$ cat src/verilog/gpt_pkg.sv
// constants, field layout and timing figures of the 16-bit timer/counter
// assumes a single 50 MHz system clock and a classic wishbone register bus
package gpt_pkg;

    // ------------------------------------------------------------
    // register byte offsets
    // ------------------------------------------------------------
    localparam logic [3:0] GPT_OFS_COUNT   = 4'h0;  // count_value
    localparam logic [3:0] GPT_OFS_PERIOD  = 4'h4;  // period_value
    localparam logic [3:0] GPT_OFS_CONTROL = 4'h8;  // timer_control
    localparam logic [3:0] GPT_OFS_INT     = 4'hc;  // flag and enable

    // ------------------------------------------------------------
    // timer_control field positions
    // ------------------------------------------------------------
    localparam int GPT_BIT_ON    = 15;              // count_enable
    localparam int GPT_BIT_SIDL  = 13;              // idle_stop
    localparam int GPT_BIT_GATE  = 6;               // gate_accumulate_enable
    localparam int GPT_BIT_PS_HI = 5;               // prescale_select msb
    localparam int GPT_BIT_PS_LO = 4;               // prescale_select lsb
    localparam int GPT_BIT_SYNC  = 2;               // ext_clock_sync
    localparam int GPT_BIT_CS    = 1;               // clock_source_select

    // interrupt register field positions
    localparam int GPT_BIT_IF    = 0;               // period_int_flag
    localparam int GPT_BIT_IE    = 1;               // period_int_enable

    // ------------------------------------------------------------
    // reset values and masks
    // ------------------------------------------------------------
    localparam logic [15:0] GPT_RST_COUNT   = 16'h0000;
    localparam logic [15:0] GPT_RST_PERIOD  = 16'hffff;
    localparam logic [15:0] GPT_RST_CONTROL = 16'h0000;
    localparam logic [15:0] GPT_CTRL_MASK   = 16'ha076; // writable control bits

    // prescale encodings: ratios 1, 8, 64, 256 as terminal counts
    localparam logic [7:0] GPT_PS_TC_1   = 8'h00;
    localparam logic [7:0] GPT_PS_TC_8   = 8'h07;
    localparam logic [7:0] GPT_PS_TC_64  = 8'h3f;
    localparam logic [7:0] GPT_PS_TC_256 = 8'hff;

    // operating modes of the counting source
    typedef enum logic [1:0] {
        GPT_SRC_TIMER,
        GPT_SRC_GATED,
        GPT_SRC_SYNC,
        GPT_SRC_ASYNC
    } gpt_src_t;

endpackage

$ cat src/verilog/gpt_sync2.sv
// two flip-flop synchroniser for one level
// assumes the input is asynchronous to clk_i
`timescale 1ns/10ps
`default_nettype none
module gpt_sync2 (
    input  wire logic clk_i,     // system clock
    input  wire logic arst_n_i,  // async reset, active low
    input  wire logic d_i,       // raw level
    output logic      q_o        // synchronised level
);
    logic meta_ff;               // first stage, read only by q_o

    // ------------------------------------------------------------
    // two stage register
    // ------------------------------------------------------------
    always_ff @(posedge clk_i or negedge arst_n_i) begin
        if (!arst_n_i) begin
            meta_ff <= 1'b0;
            q_o     <= 1'b0;
        end else begin
            meta_ff <= d_i;
            q_o     <= meta_ff;
        end
    end
endmodule
`default_nettype wire

$ cat src/verilog/gpt_prescaler.sv
// prescale divider: one tick every 1, 8, 64 or 256 input events
// assumes in_i is a one-cycle event strobe on clk_i
`timescale 1ns/10ps
`default_nettype none
module gpt_prescaler
    import gpt_pkg::*;
(
    input  wire logic       clk_i,     // system clock
    input  wire logic       arst_n_i,  // async reset, active low
    input  wire logic       clr_i,     // synchronous clear of the divider
    input  wire logic       in_i,      // input event
    input  wire logic [1:0] sel_i,     // prescale_select
    output logic            tick_o     // one-cycle prescaled tick
);
    logic [7:0] cnt_ff;               // divider state
    logic [7:0] tc;                   // terminal count for sel_i
    logic       at_tc;                // divider at terminal count

    // ratio decode
    assign tc = (sel_i == 2'h0) ? GPT_PS_TC_1  :
                (sel_i == 2'h1) ? GPT_PS_TC_8  :
                (sel_i == 2'h2) ? GPT_PS_TC_64 : GPT_PS_TC_256;
    assign at_tc = (cnt_ff >= tc);

    // ------------------------------------------------------------
    // divider and tick
    // ------------------------------------------------------------
    always_ff @(posedge clk_i or negedge arst_n_i) begin
        if (!arst_n_i) begin
            cnt_ff <= 8'h00;
            tick_o <= 1'b0;
        end else if (clr_i) begin
            cnt_ff <= 8'h00;
            tick_o <= 1'b0;
        end else begin
            tick_o <= in_i && at_tc;
            if (in_i) begin
                cnt_ff <= at_tc ? 8'h00 : cnt_ff + 8'h01;
            end
        end
    end
endmodule
`default_nettype wire

$ cat src/verilog/gpt_timer.sv
// 16-bit general-purpose timer/counter with wishbone register slave
// assumes one 50 MHz clock; ext pin and low-power osc are asynchronous
// Overview of operation
// - timer mode counts cycles, wraps at period
// - sync counter: synchronised ext rising edges
// - async counter: ext rising edges, wrap at period
// - idle_stop halts counting during idle
// - gated mode counts cycles while gate high
// - prescale ratios 1, 8, 64, 256
// - prescaler cleared: count write, enable clear, reset
// - disabled prescaler is cleared, then held
// - control write leaves count untouched
// - sleep counting only async external enabled
// - sleep counting wraps and interrupts
// - match sets sticky flag, software clears
// - gate falling edge also sets flag
// - interrupt forwarded only when enabled
// - rtc mode counts low-power osc edges
//
// Decided for this implementation: register access over Wishbone and the address map.
`timescale 1ns/10ps
`default_nettype none
module gpt_timer
    import gpt_pkg::*;
(
    input  wire logic        clk_i,        // instruction_cycle_clock
    input  wire logic        arst_n_i,     // async reset, active low
    input  wire logic        wb_cyc_i,     // wishbone cycle
    input  wire logic        wb_stb_i,     // wishbone strobe
    input  wire logic        wb_we_i,      // wishbone write enable
    input  wire logic [3:0]  wb_adr_i,     // wishbone byte address
    input  wire logic [3:0]  wb_sel_i,     // wishbone byte selects
    input  wire logic [31:0] wb_dat_i,     // wishbone write data
    output logic [31:0]      wb_dat_o,     // wishbone read data
    output logic             wb_ack_o,     // wishbone acknowledge
    input  wire logic        ext_clock_gate_pin_i, // ext clock or gate
    input  wire logic        lp_osc_i,     // low-power rtc oscillator
    input  wire logic        rtc_select_i, // ext source is lp oscillator
    input  wire logic        cpu_idle_i,   // cpu in idle
    input  wire logic        cpu_sleep_i,  // cpu in sleep
    output logic             irq_o         // interrupt request
);
    // ------------------------------------------------------------
    // state
    // ------------------------------------------------------------
    logic [15:0] count_value_ff;           // running count
    logic [15:0] period_value_ff;          // match value
    logic [15:0] timer_control_ff;         // control bits
    logic        period_int_flag_ff;       // sticky flag
    logic        period_int_enable_ff;     // interrupt enable
    logic        pin_s;                    // synchronised pin
    logic        osc_s;                    // synchronised osc
    logic        pin_d_ff;                 // pin history
    logic        osc_d_ff;                 // osc history
    logic        on_d_ff;                  // count_enable history
    logic        tick;                     // prescaled tick

    // ------------------------------------------------------------
    // bus decode
    // ------------------------------------------------------------
    wire         bus_req   = wb_cyc_i && wb_stb_i && !wb_ack_o;
    wire         bus_wr    = bus_req && wb_we_i;
    wire         hit_count = (wb_adr_i == GPT_OFS_COUNT);
    wire         hit_per   = (wb_adr_i == GPT_OFS_PERIOD);
    wire         hit_ctrl  = (wb_adr_i == GPT_OFS_CONTROL);
    wire         hit_int   = (wb_adr_i == GPT_OFS_INT);
    wire         wr_lo     = bus_wr && wb_sel_i[0];
    wire         wr_hi     = bus_wr && wb_sel_i[1];
    wire         wr_count  = (wr_lo || wr_hi) && hit_count;

    // byte-lane merges
    wire [15:0]  wdat_count = {wr_hi ? wb_dat_i[15:8] : count_value_ff[15:8],
                               wr_lo ? wb_dat_i[7:0]  : count_value_ff[7:0]};
    wire [15:0]  wdat_per   = {wr_hi ? wb_dat_i[15:8] : period_value_ff[15:8],
                               wr_lo ? wb_dat_i[7:0]  : period_value_ff[7:0]};
    wire [15:0]  wdat_ctrl  = {wr_hi ? wb_dat_i[15:8] : timer_control_ff[15:8],
                               wr_lo ? wb_dat_i[7:0]  : timer_control_ff[7:0]}
                              & GPT_CTRL_MASK;

    // ------------------------------------------------------------
    // control fields
    // ------------------------------------------------------------
    wire         count_enable           = timer_control_ff[GPT_BIT_ON];
    wire         idle_stop              = timer_control_ff[GPT_BIT_SIDL];
    wire         gate_accumulate_enable = timer_control_ff[GPT_BIT_GATE];
    wire [1:0]   prescale_select        = timer_control_ff[GPT_BIT_PS_HI:GPT_BIT_PS_LO];
    wire         ext_clock_sync         = timer_control_ff[GPT_BIT_SYNC];
    wire         clock_source_select    = timer_control_ff[GPT_BIT_CS];

    // mode selection
    wire gpt_src_t mode = gpt_src_t'(!clock_source_select ?
                          (gate_accumulate_enable ? GPT_SRC_GATED : GPT_SRC_TIMER) :
                          (ext_clock_sync ? GPT_SRC_SYNC : GPT_SRC_ASYNC));

    // ------------------------------------------------------------
    // input synchronisers
    // ------------------------------------------------------------
    gpt_sync2 u_sync_pin (
        .clk_i    (clk_i),
        .arst_n_i (arst_n_i),
        .d_i      (ext_clock_gate_pin_i),
        .q_o      (pin_s)
    );

    gpt_sync2 u_sync_osc (
        .clk_i    (clk_i),
        .arst_n_i (arst_n_i),
        .d_i      (lp_osc_i),
        .q_o      (osc_s)
    );

    // edge detection on the synchronised sources
    wire         ext_lvl   = rtc_select_i ? osc_s : pin_s;
    wire         ext_prev  = rtc_select_i ? osc_d_ff : pin_d_ff;
    wire         ext_rise  = ext_lvl && !ext_prev;
    wire         gate_fall = !pin_s && pin_d_ff;

    // ------------------------------------------------------------
    // run conditions
    // ------------------------------------------------------------
    wire         idle_hold  = cpu_idle_i && idle_stop;
    wire         sleep_ok   = count_enable && clock_source_select
                              && !ext_clock_sync;
    wire         sleep_hold = cpu_sleep_i && !sleep_ok;
    wire         run        = count_enable && !idle_hold && !sleep_hold;

    // raw input event per mode
    logic        raw_evt;
    always_comb begin
        unique case (mode)
            GPT_SRC_TIMER: raw_evt = 1'b1;
            GPT_SRC_GATED: raw_evt = pin_s;
            GPT_SRC_SYNC:  raw_evt = ext_rise;
            GPT_SRC_ASYNC: raw_evt = ext_rise;
        endcase
    end

    // clear on count write, enable falling, reset; held while off
    wire         ps_clr = wr_count || (on_d_ff && !count_enable);

    gpt_prescaler u_ps (
        .clk_i    (clk_i),
        .arst_n_i (arst_n_i),
        .clr_i    (ps_clr),
        .in_i     (raw_evt && run),
        .sel_i    (prescale_select),
        .tick_o   (tick)
    );

    // match and flag events
    wire         at_match  = (count_value_ff == period_value_ff);
    wire         cnt_step  = tick && run;
    wire         match_evt = cnt_step && at_match;
    wire         gate_evt  = gate_fall && count_enable
                             && (mode == GPT_SRC_GATED);
    wire         flag_set  = match_evt || gate_evt;
    wire         flag_clr  = wr_lo && hit_int && !wb_dat_i[GPT_BIT_IF];

    // ------------------------------------------------------------
    // history registers
    // ------------------------------------------------------------
    always_ff @(posedge clk_i or negedge arst_n_i) begin
        if (!arst_n_i) begin
            pin_d_ff <= 1'b0;
            osc_d_ff <= 1'b0;
            on_d_ff  <= 1'b0;
        end else begin
            pin_d_ff <= pin_s;
            osc_d_ff <= osc_s;
            on_d_ff  <= count_enable;
        end
    end

    // ------------------------------------------------------------
    // count register
    // ------------------------------------------------------------
    always_ff @(posedge clk_i or negedge arst_n_i) begin
        if (!arst_n_i) begin
            count_value_ff <= GPT_RST_COUNT;
        end else if (wr_count) begin
            count_value_ff <= wdat_count;
        end else if (cnt_step) begin
            count_value_ff <= at_match ? GPT_RST_COUNT
                                       : count_value_ff + 16'h0001;
        end
    end

    // ------------------------------------------------------------
    // period and control registers
    // ------------------------------------------------------------
    always_ff @(posedge clk_i or negedge arst_n_i) begin
        if (!arst_n_i) begin
            period_value_ff  <= GPT_RST_PERIOD;
            timer_control_ff <= GPT_RST_CONTROL;
        end else begin
            if ((wr_lo || wr_hi) && hit_per) begin
                period_value_ff <= wdat_per;
            end
            if ((wr_lo || wr_hi) && hit_ctrl) begin
                timer_control_ff <= wdat_ctrl;
            end
        end
    end

    // ------------------------------------------------------------
    // interrupt flag and enable; set wins over clear
    // ------------------------------------------------------------
    always_ff @(posedge clk_i or negedge arst_n_i) begin
        if (!arst_n_i) begin
            period_int_flag_ff   <= 1'b0;
            period_int_enable_ff <= 1'b0;
        end else begin
            if (flag_set) begin
                period_int_flag_ff <= 1'b1;
            end else if (flag_clr) begin
                period_int_flag_ff <= 1'b0;
            end
            if (wr_lo && hit_int) begin
                period_int_enable_ff <= wb_dat_i[GPT_BIT_IE];
            end
        end
    end

    // ------------------------------------------------------------
    // interrupt request
    // ------------------------------------------------------------
    always_ff @(posedge clk_i or negedge arst_n_i) begin
        if (!arst_n_i) begin
            irq_o <= 1'b0;
        end else begin
            irq_o <= (period_int_flag_ff || flag_set)
                     && period_int_enable_ff;
        end
    end

    // ------------------------------------------------------------
    // read mux and acknowledge
    // ------------------------------------------------------------
    wire [31:0]  rd_mux = hit_count ? {16'h0000, count_value_ff}   :
                          hit_per   ? {16'h0000, period_value_ff}  :
                          hit_ctrl  ? {16'h0000, timer_control_ff} :
                          hit_int   ? {30'h0, period_int_enable_ff,
                                       period_int_flag_ff}         : 32'h00000000;

    always_ff @(posedge clk_i or negedge arst_n_i) begin
        if (!arst_n_i) begin
            wb_ack_o <= 1'b0;
            wb_dat_o <= 32'h00000000;
        end else begin
            wb_ack_o <= bus_req;
            wb_dat_o <= bus_req ? rd_mux : 32'h00000000;
        end
    end
endmodule
`default_nettype wire

$ cat config.mk
export PLATFORM = sky130hd
export DESIGN_NAME = gpt_timer
export DESIGN_NICKNAME = d
export VERILOG_FILES = /design/src/verilog/gpt_pkg.sv /design/src/verilog/gpt_sync2.sv /design/src/verilog/gpt_prescaler.sv /design/src/verilog/gpt_timer.sv
export SDC_FILE = /design/constraint.sdc
export NUM_CORES = 1
export LEC_CHECK = 0
export ABC_AREA = 1
export BUFFER_PORTS_ARGS = -buffer_cell sky130_fd_sc_hd__buf_4
export CORE_ASPECT_RATIO = 0.9
export CORE_UTILIZATION = 55
export CTS_BUF_LIST = sky130_fd_sc_hd__clkbuf_16
export DETAILED_ROUTE_END_ITERATION = 8
export HOLD_SLACK_MARGIN = 0.06
export PLACE_DENSITY_LB_ADDON = 0.08
export SLEW_MARGIN = 20
export SYNTH_ARGS = -nofsm -noshare
export SYNTH_HDL_FRONTEND = slang
export SYNTH_SLANG_ARGS = --single-unit
$ cat constraint.sdc
create_clock -name clk_i -period 2.9 [get_ports clk_i]
set_clock_uncertainty 0.15 [all_clocks]
set_input_delay 0.29 -clock clk_i [delete_from_list [all_inputs] [get_ports clk_i]]
set_output_delay 0.29 -clock clk_i [all_outputs]
set_load 0.05 [all_outputs]
==> Word-level counts from Yosys, hierarchy flattened <==
Index checks and enable logic that the tools add are counted.
W data, S select, Z words.
{ "word_totals": {"regBits": 75, "output_inout_bits": 34, "elab_cells": 111} }
{ "op_classes": {"n_addsub": 2, "magnitude_cmp": 1, "n_eq_ne": 11, "muxes": 25, "reduce_logical": 52} }
{ "ops": {"columns": ["cell", "count"], "rows": [
  ["$mux W16", 7],
  ["$mux W8", 8],
  ["$logic_and A1 B1 Y1", 26],
  ["$add A16 B1 Y16 const B", 1],
  ["$eq A16 B16 Y1", 1],
  ["$reduce_and A2 Y1", 6],
  ["$logic_not A1 Y1", 9],
  ["$add A8 B1 Y8 const B", 1],
  ["$eq A4 B4 Y1 const B", 2],
  ["$ge A8 B8 Y1", 1],
  ["$mux W1", 7],
  ["$eq A2 B2 Y1 const B", 3],
  ["$reduce_bool A2 Y1", 3],
  ["$eq A2 B1 Y1 const B", 2],
  ["$eq A4 B3 Y1 const B", 1],
  ["$logic_not A2 Y1", 2],
  ["$logic_not A4 Y1", 1],
  ["$logic_or A1 B1 Y1", 4],
  ["$mux W2", 2],
  ["$ne A2 B2 Y1 const B", 2],
  ["$pmux W1 S3", 1],
  ["$reduce_or A2 Y1", 1]
]} }

==> Longest topological paths before layout <==
{ "depth": {"ltp_word": 11, "depth_mapped": 13, "ltp_nobuf": 12} }

==> Hierarchy <==
Synthesis repeated with hierarchy kept, for this count alone.
{ "unflattened": {"hier_cells": 613, "area_unflattened_um2": 4634.4} }
{ "modules_own_cells": {"columns": ["module", "instances", "cells_each", "area_each_um2", "seq_area_each_um2"], "rows": [
  ["gpt_timer", 1, 502, 3816.2, 1571.5],
  ["gpt_prescaler", 1, 107, 718.2, 225.2],
  ["gpt_sync2", 2, 2, 50.0, 50.0]
]} }

==> Worst setup path after synthesis <==
Ideal clock, no wire load.
{ "synth_timing": {"path_kind": "register to register", "start": "reg wb_ack_o", "end": "reg count_value_ff[6]", "setup_time_ns": 0.117, "t_arrival_ns": 1.618, "t_required_ns": 2.633, "slack_ns": 1.016, "stages_incl_launch_ff": 12, "n_path_buf": 1, "synth_period_minus_slack_ns": 1.884, "cell_sequence": "dfrtp_1 -> inv_1 -> nand3_2 -> nor2_1 -> o21ai_2 -> nor2_8 -> inv_4 -> buf_6 -> nand3_1 -> nand2_1 -> nand2_1 -> nand2_1"} }
{ "synth_via": {"elab_chain_cells": 8, "elab_cells_between_ends": 11, "classes_between": "1 x eq/ne; 1 x mux; 9 x reduce/logical"} }
{ "synth_rtl": {"columns": ["element", "line_no", "source"], "rows": [
  ["start, declared", "gpt_timer.sv:35", "output logic wb_ack_o,"],
  ["start signal, assigned", "gpt_timer.sv:250", "wb_ack_o <= bus_req;"],
  ["$logic_not A1 Y1 (*)", "gpt_timer.sv:61", "wire bus_req = wb_cyc_i && wb_stb_i && !wb_ack_o;"],
  ["$logic_and A1 B1 Y1 (*)", "gpt_timer.sv:61", null],
  ["$logic_and A1 B1 Y1 (*)", "gpt_timer.sv:62", "wire bus_wr = bus_req && wb_we_i;"],
  ["$logic_and A1 B1 Y1, on equally long branches", "gpt_timer.sv:67, gpt_timer.sv:68", null],
  ["$logic_or A1 B1 Y1", "gpt_timer.sv:69", "wire wr_count = (wr_lo || wr_hi) && hit_count;"],
  ["$logic_and A1 B1 Y1", "gpt_timer.sv:69", null],
  ["$ne A2 B2 Y1 (no line) / $reduce_bool A2 Y1 (equally long branches)", null, null],
  ["$reduce_and A2 Y1 (no line)", null, null],
  ["end signal, assigned", "gpt_timer.sv:181", "count_value_ff <= wdat_count;"],
  ["end signal, assigned", "gpt_timer.sv:183", "count_value_ff <= at_match ? GPT_RST_COUNT"],
  ["end, declared", "gpt_timer.sv:46", "logic [15:0] count_value_ff;"]
]} }
Mark *: on every way between the ends. The rest lies on a longest branch, timed or not.
A chain may end at the register's enable or synchronous reset.

==> Final worst setup path <==
{ "layout_timing": {"start": "reg wb_ack_o", "end": "reg u_ps.cnt_ff[1]"} }
{ "layout_via": {"elab_chain_cells": 8, "elab_cells_between_ends": 10, "classes_between": "1 x mux; 9 x reduce/logical"} }
{ "layout_rtl": {"columns": ["element", "line_no", "source"], "rows": [
  ["$logic_not A1 Y1 (*)", "gpt_timer.sv:61", null],
  ["$logic_and A1 B1 Y1 (*)", "gpt_timer.sv:61", null],
  ["$logic_and A1 B1 Y1 (*)", "gpt_timer.sv:62", null],
  ["$logic_and A1 B1 Y1, on equally long branches", "gpt_timer.sv:67, gpt_timer.sv:68", null],
  ["$logic_or A1 B1 Y1 (*)", "gpt_timer.sv:69", null],
  ["$logic_and A1 B1 Y1 (*)", "gpt_timer.sv:69", null],
  ["$logic_or A1 B1 Y1 (*)", "gpt_timer.sv:139", "wire ps_clr = wr_count || (on_d_ff && !count_enable);"],
  ["$mux W8 / $reduce_bool A2 Y1 (equally long branches)", null, null],
  ["end signal, assigned", "gpt_prescaler.sv:38", "cnt_ff <= at_tc ? 8'h00 : cnt_ff + 8'h01;"],
  ["end, declared", "gpt_prescaler.sv:15", "logic [7:0] cnt_ff;"]
]} }
Marks and branches as above.

==> impl_metrics.env <==
export IMPL_power_density_nw_per_um2=521
export IMPL_wl_per_cell_um=13.9
export IMPL_critPathKind="flip-flop to flip-flop"
export IMPL_instances_no_fill=759
export IMPL_period_needed_ps=2220
export IMPL_worst_slew_pin_slew_ps=951
export IMPL_areaGrowthSynthToFinish_pct=17.1
export IMPL_p_leak_nw=2.74
export IMPL_drtPass1Iterations=5
export IMPL_gp_congestion=0.883
export IMPL_port_buffer_count=49
export IMPL_cap_violations=0
export IMPL_syn_cell_area_um2=4400
export IMPL_grt_pass1_vias=3769
export IMPL_yosys_warnings=0
export IMPL_post_synth_num_cell_types=38
export IMPL_grtUsageMet2_pct=45.1
export IMPL_crit_start="wb_ack_o"
export IMPL_path_depth=8
export IMPL_crit_fanout=13
export IMPL_viasPerCell=5.22
export IMPL_cts_setup_buffers=0
export IMPL_fmax_mhz=451
export IMPL_antenna_left=0
export IMPL_hold_viol_final=0
export IMPL_first_iter_violations=233
export IMPL_drc_errors=0
export IMPL_diodes=0
export IMPL_top_usage_layer="met2"
export IMPL_clockBufferDepth=2
export IMPL_cp_buffers_inverters=2
export IMPL_arrival_ps=2290
export IMPL_worst_slew_margin_rel_pct=36.6
export IMPL_rr_endpoint="u_ps.cnt_ff[1]"
export IMPL_clkSlewWorstSetupHoldPaths_ps=60
export IMPL_setup_violations=0
export IMPL_initial_core_util_pct=57.5
export IMPL_path_cells="inv_1 -> nand3_2 -> nor2_1 -> o211ai_2 -> nand2_1 -> inv_1 -> nand4_1 -> nand2_1"
export IMPL_hp_start="wb_dat_i[12]"
export IMPL_layout_common_cells="nand2_1 (186), inv_1 (77), nor2_1 (72), dfrtp_1 (59), buf_4 (50)"
export IMPL_design_core_area_um2=7660
export IMPL_yosysSeqAreaShare_pct=43.1
export IMPL_layout_drive_gt1_share_pct=16.4
export IMPL_nNetsFinal=716
export IMPL_wl_mm=10.5
export IMPL_antenna_found_initial=0
export IMPL_grt_pass1_wl_mm=17.9
export IMPL_cpLargestDelayFamily="simple AND/OR/NAND/NOR gates"
export IMPL_htree_levels=3
export IMPL_grt_use_total_pct=28.3
export IMPL_die_area_um2=8370
export IMPL_finalCritPeriodShare_pct=76.4
export IMPL_reg2reg_slack_ps=680
export IMPL_final_common_cell="nand2_1"
export IMPL_slowest_delay_ps=380
export IMPL_cts_buffers=9
export IMPL_num_rows=30
export IMPL_hold_path_class="input pin to flip-flop"
export IMPL_via_count=3961
export IMPL_crit_end="u_ps.cnt_ff[1]"
export IMPL_cpMaxStageDelayCell="dfrtp_1"
export IMPL_reg2regPathDepth=8
export IMPL_yosys_register_bits=75
export IMPL_critPathLaunchType="flip-flop"
export IMPL_dp_hpwl_mm=7.49
export IMPL_fillerInstances=688
export IMPL_clock_sinks=75
export IMPL_grt_start_max_net_pins=76
export IMPL_finalSetupTns_ps=0
export IMPL_outcome="finished, final reports clean"
export IMPL_grt_use_met1_pct=38.1
export IMPL_pin_count=84
export IMPL_worst_r2r_startpoint="wb_ack_o"
export IMPL_grt_overflow_total=0
export IMPL_setup_worst_path_end_class="flip-flop"
export IMPL_avgSynthCellArea_um2=7.35
export IMPL_cts_tree="done"
export IMPL_chipWidth_um=96.3
export IMPL_numPlacedInstances=735
export IMPL_cts_root_buf="clkbuf_16"
export IMPL_syn_instance_count=599
export IMPL_vdd_drop_max_uv=406
export IMPL_cp_data_required_time_ps=2970
export IMPL_clk_latency_ps=340
export IMPL_met3_usage_pct=7.24
export IMPL_maxSlewViolCount=0
export IMPL_die_y_um=86.9
export IMPL_rsz0062_at_grt="no"
## cell usage after synthesis (all sizes together)
master,instances,share of area (%)
ha,8,2.3
o22ai,4,0.57
xor2,17,3.4
a31oi,1,0.14
conb,1,0.085
o221ai,1,0.20
buf,25,4.1
a21oi,30,4.0
nand4,10,1.4
o21ai,31,3.6
nor4,1,0.14
nand2,189,16
dfstp,16,9.5
o211ai,3,0.63
inv,87,7.5
nand3,29,3.4
nor2,78,7.4
nand3b,3,0.51
o21a,1,0.17
dfrtp,59,34
nor3,5,0.94
## report_power, final
part,total [mW],internal (mW),switching (mW)
registers,1.18,1.12,0.0648
clock network,1.13,0.670,0.459
logic,0.378,0.130,0.248
total,2.69,1.92,0.772
## worst min-delay path by stage
| stage | end | slack (ps) | depth (start not counted) |
|---|---|---|---|
| finish | period_value_ff[12] | 70 | 3 |
| global route | period_value_ff[14] | 80 | 3 |
| CTS | period_value_ff[12] | 60 | 3 |
| detailed placement | u_sync_pin.q_o | 190 | 0 |
| global placement | u_sync_pin.q_o | 180 | 0 |
| floorplan | count_value_ff[0] | -160 | 0 |
## stage by stage
step	power [mW]	hold slack, ps	area (um^2)	util, %	setup slack (ps)
final	2.69	68.9	5160	67.3	685
after floorplan	1.46	-156	4460	-	1020
after detailed placement	1.57	191	4770	62.4	716
after global placement	1.55	181	4770	62.4	767
after global routing	2.80	84.5	5160	67.3	455
after CTS	2.71	64.6	5160	67.3	686
## what timing repair did
item / in CTS / in global routing
hold buffers: 8 / 0
resized for setup: 0 / 0
endpoints found under the hold margin: 66 / 0
## registers in the layout, summed over array words and instances, names as in the netlist
name                  count
osc_d_ff                  1
on_d_ff                   1
pin_d_ff                  1
u_sync_osc.q_o            1
u_sync_osc.meta_ff        1
u_ps.cnt_ff               8
timer_control_ff          7
period_int_enable_ff      1
wb_dat_o                 16
u_sync_pin.meta_ff        1
period_int_flag_ff        1
count_value_ff           16
irq_o                     1
period_value_ff          16
u_sync_pin.q_o            1
u_ps.tick_o               1
wb_ack_o                  1
## kinds of logic (layout without fill, tap and decap cells)
group                      after synthesis  count (layout)  share of synthesized area (%)
AOI/OAI and AO/OA                       71              71                           9.32
DFF                                     75              75                           43.1
and+or+nand+nor                        315             315                           30.2
adders and majority gates                8               8                           2.27
other                                    1              16                         0.0852
xor gates and xnor gates                17              17                           3.38
buffers and inverters                  112             161                           11.6
## worst register-to-register path: stages (launching register included)
cell and delay [ps]:
dfrtp_1 380, inv_1 60, nand3_2 330, nor2_1 320
o211ai_2 260, nand2_1 260, inv_1 180, nand4_1 130
nand2_1 50
## area by class of cell
| class | instances | area, um^2 | share of cell area [%] |
|---|---|---|---|
| timing repair buffer | 58 | 455 | 8.83 |
| tap | 96 | 120 | 2.33 |
| sequential | 75 | 1900 | 36.8 |
| inverter | 87 | 332 | 6.43 |
| clock buffer | 9 | 225 | 4.37 |
| clock inverter | 7 | 76.3 | 1.48 |
| multi-input combinational | 427 | 2050 | 39.8 |
## routing by layer
layer	part of all wire, %	wire length, um	vias to the layer above
met5	0	0	-
met3	5.7	599	9
li1	-	-	1959
met2	48	5050	109
met1	45	4790	1884
met4	0.86	91	0
(Power assumes the default switching activity.)
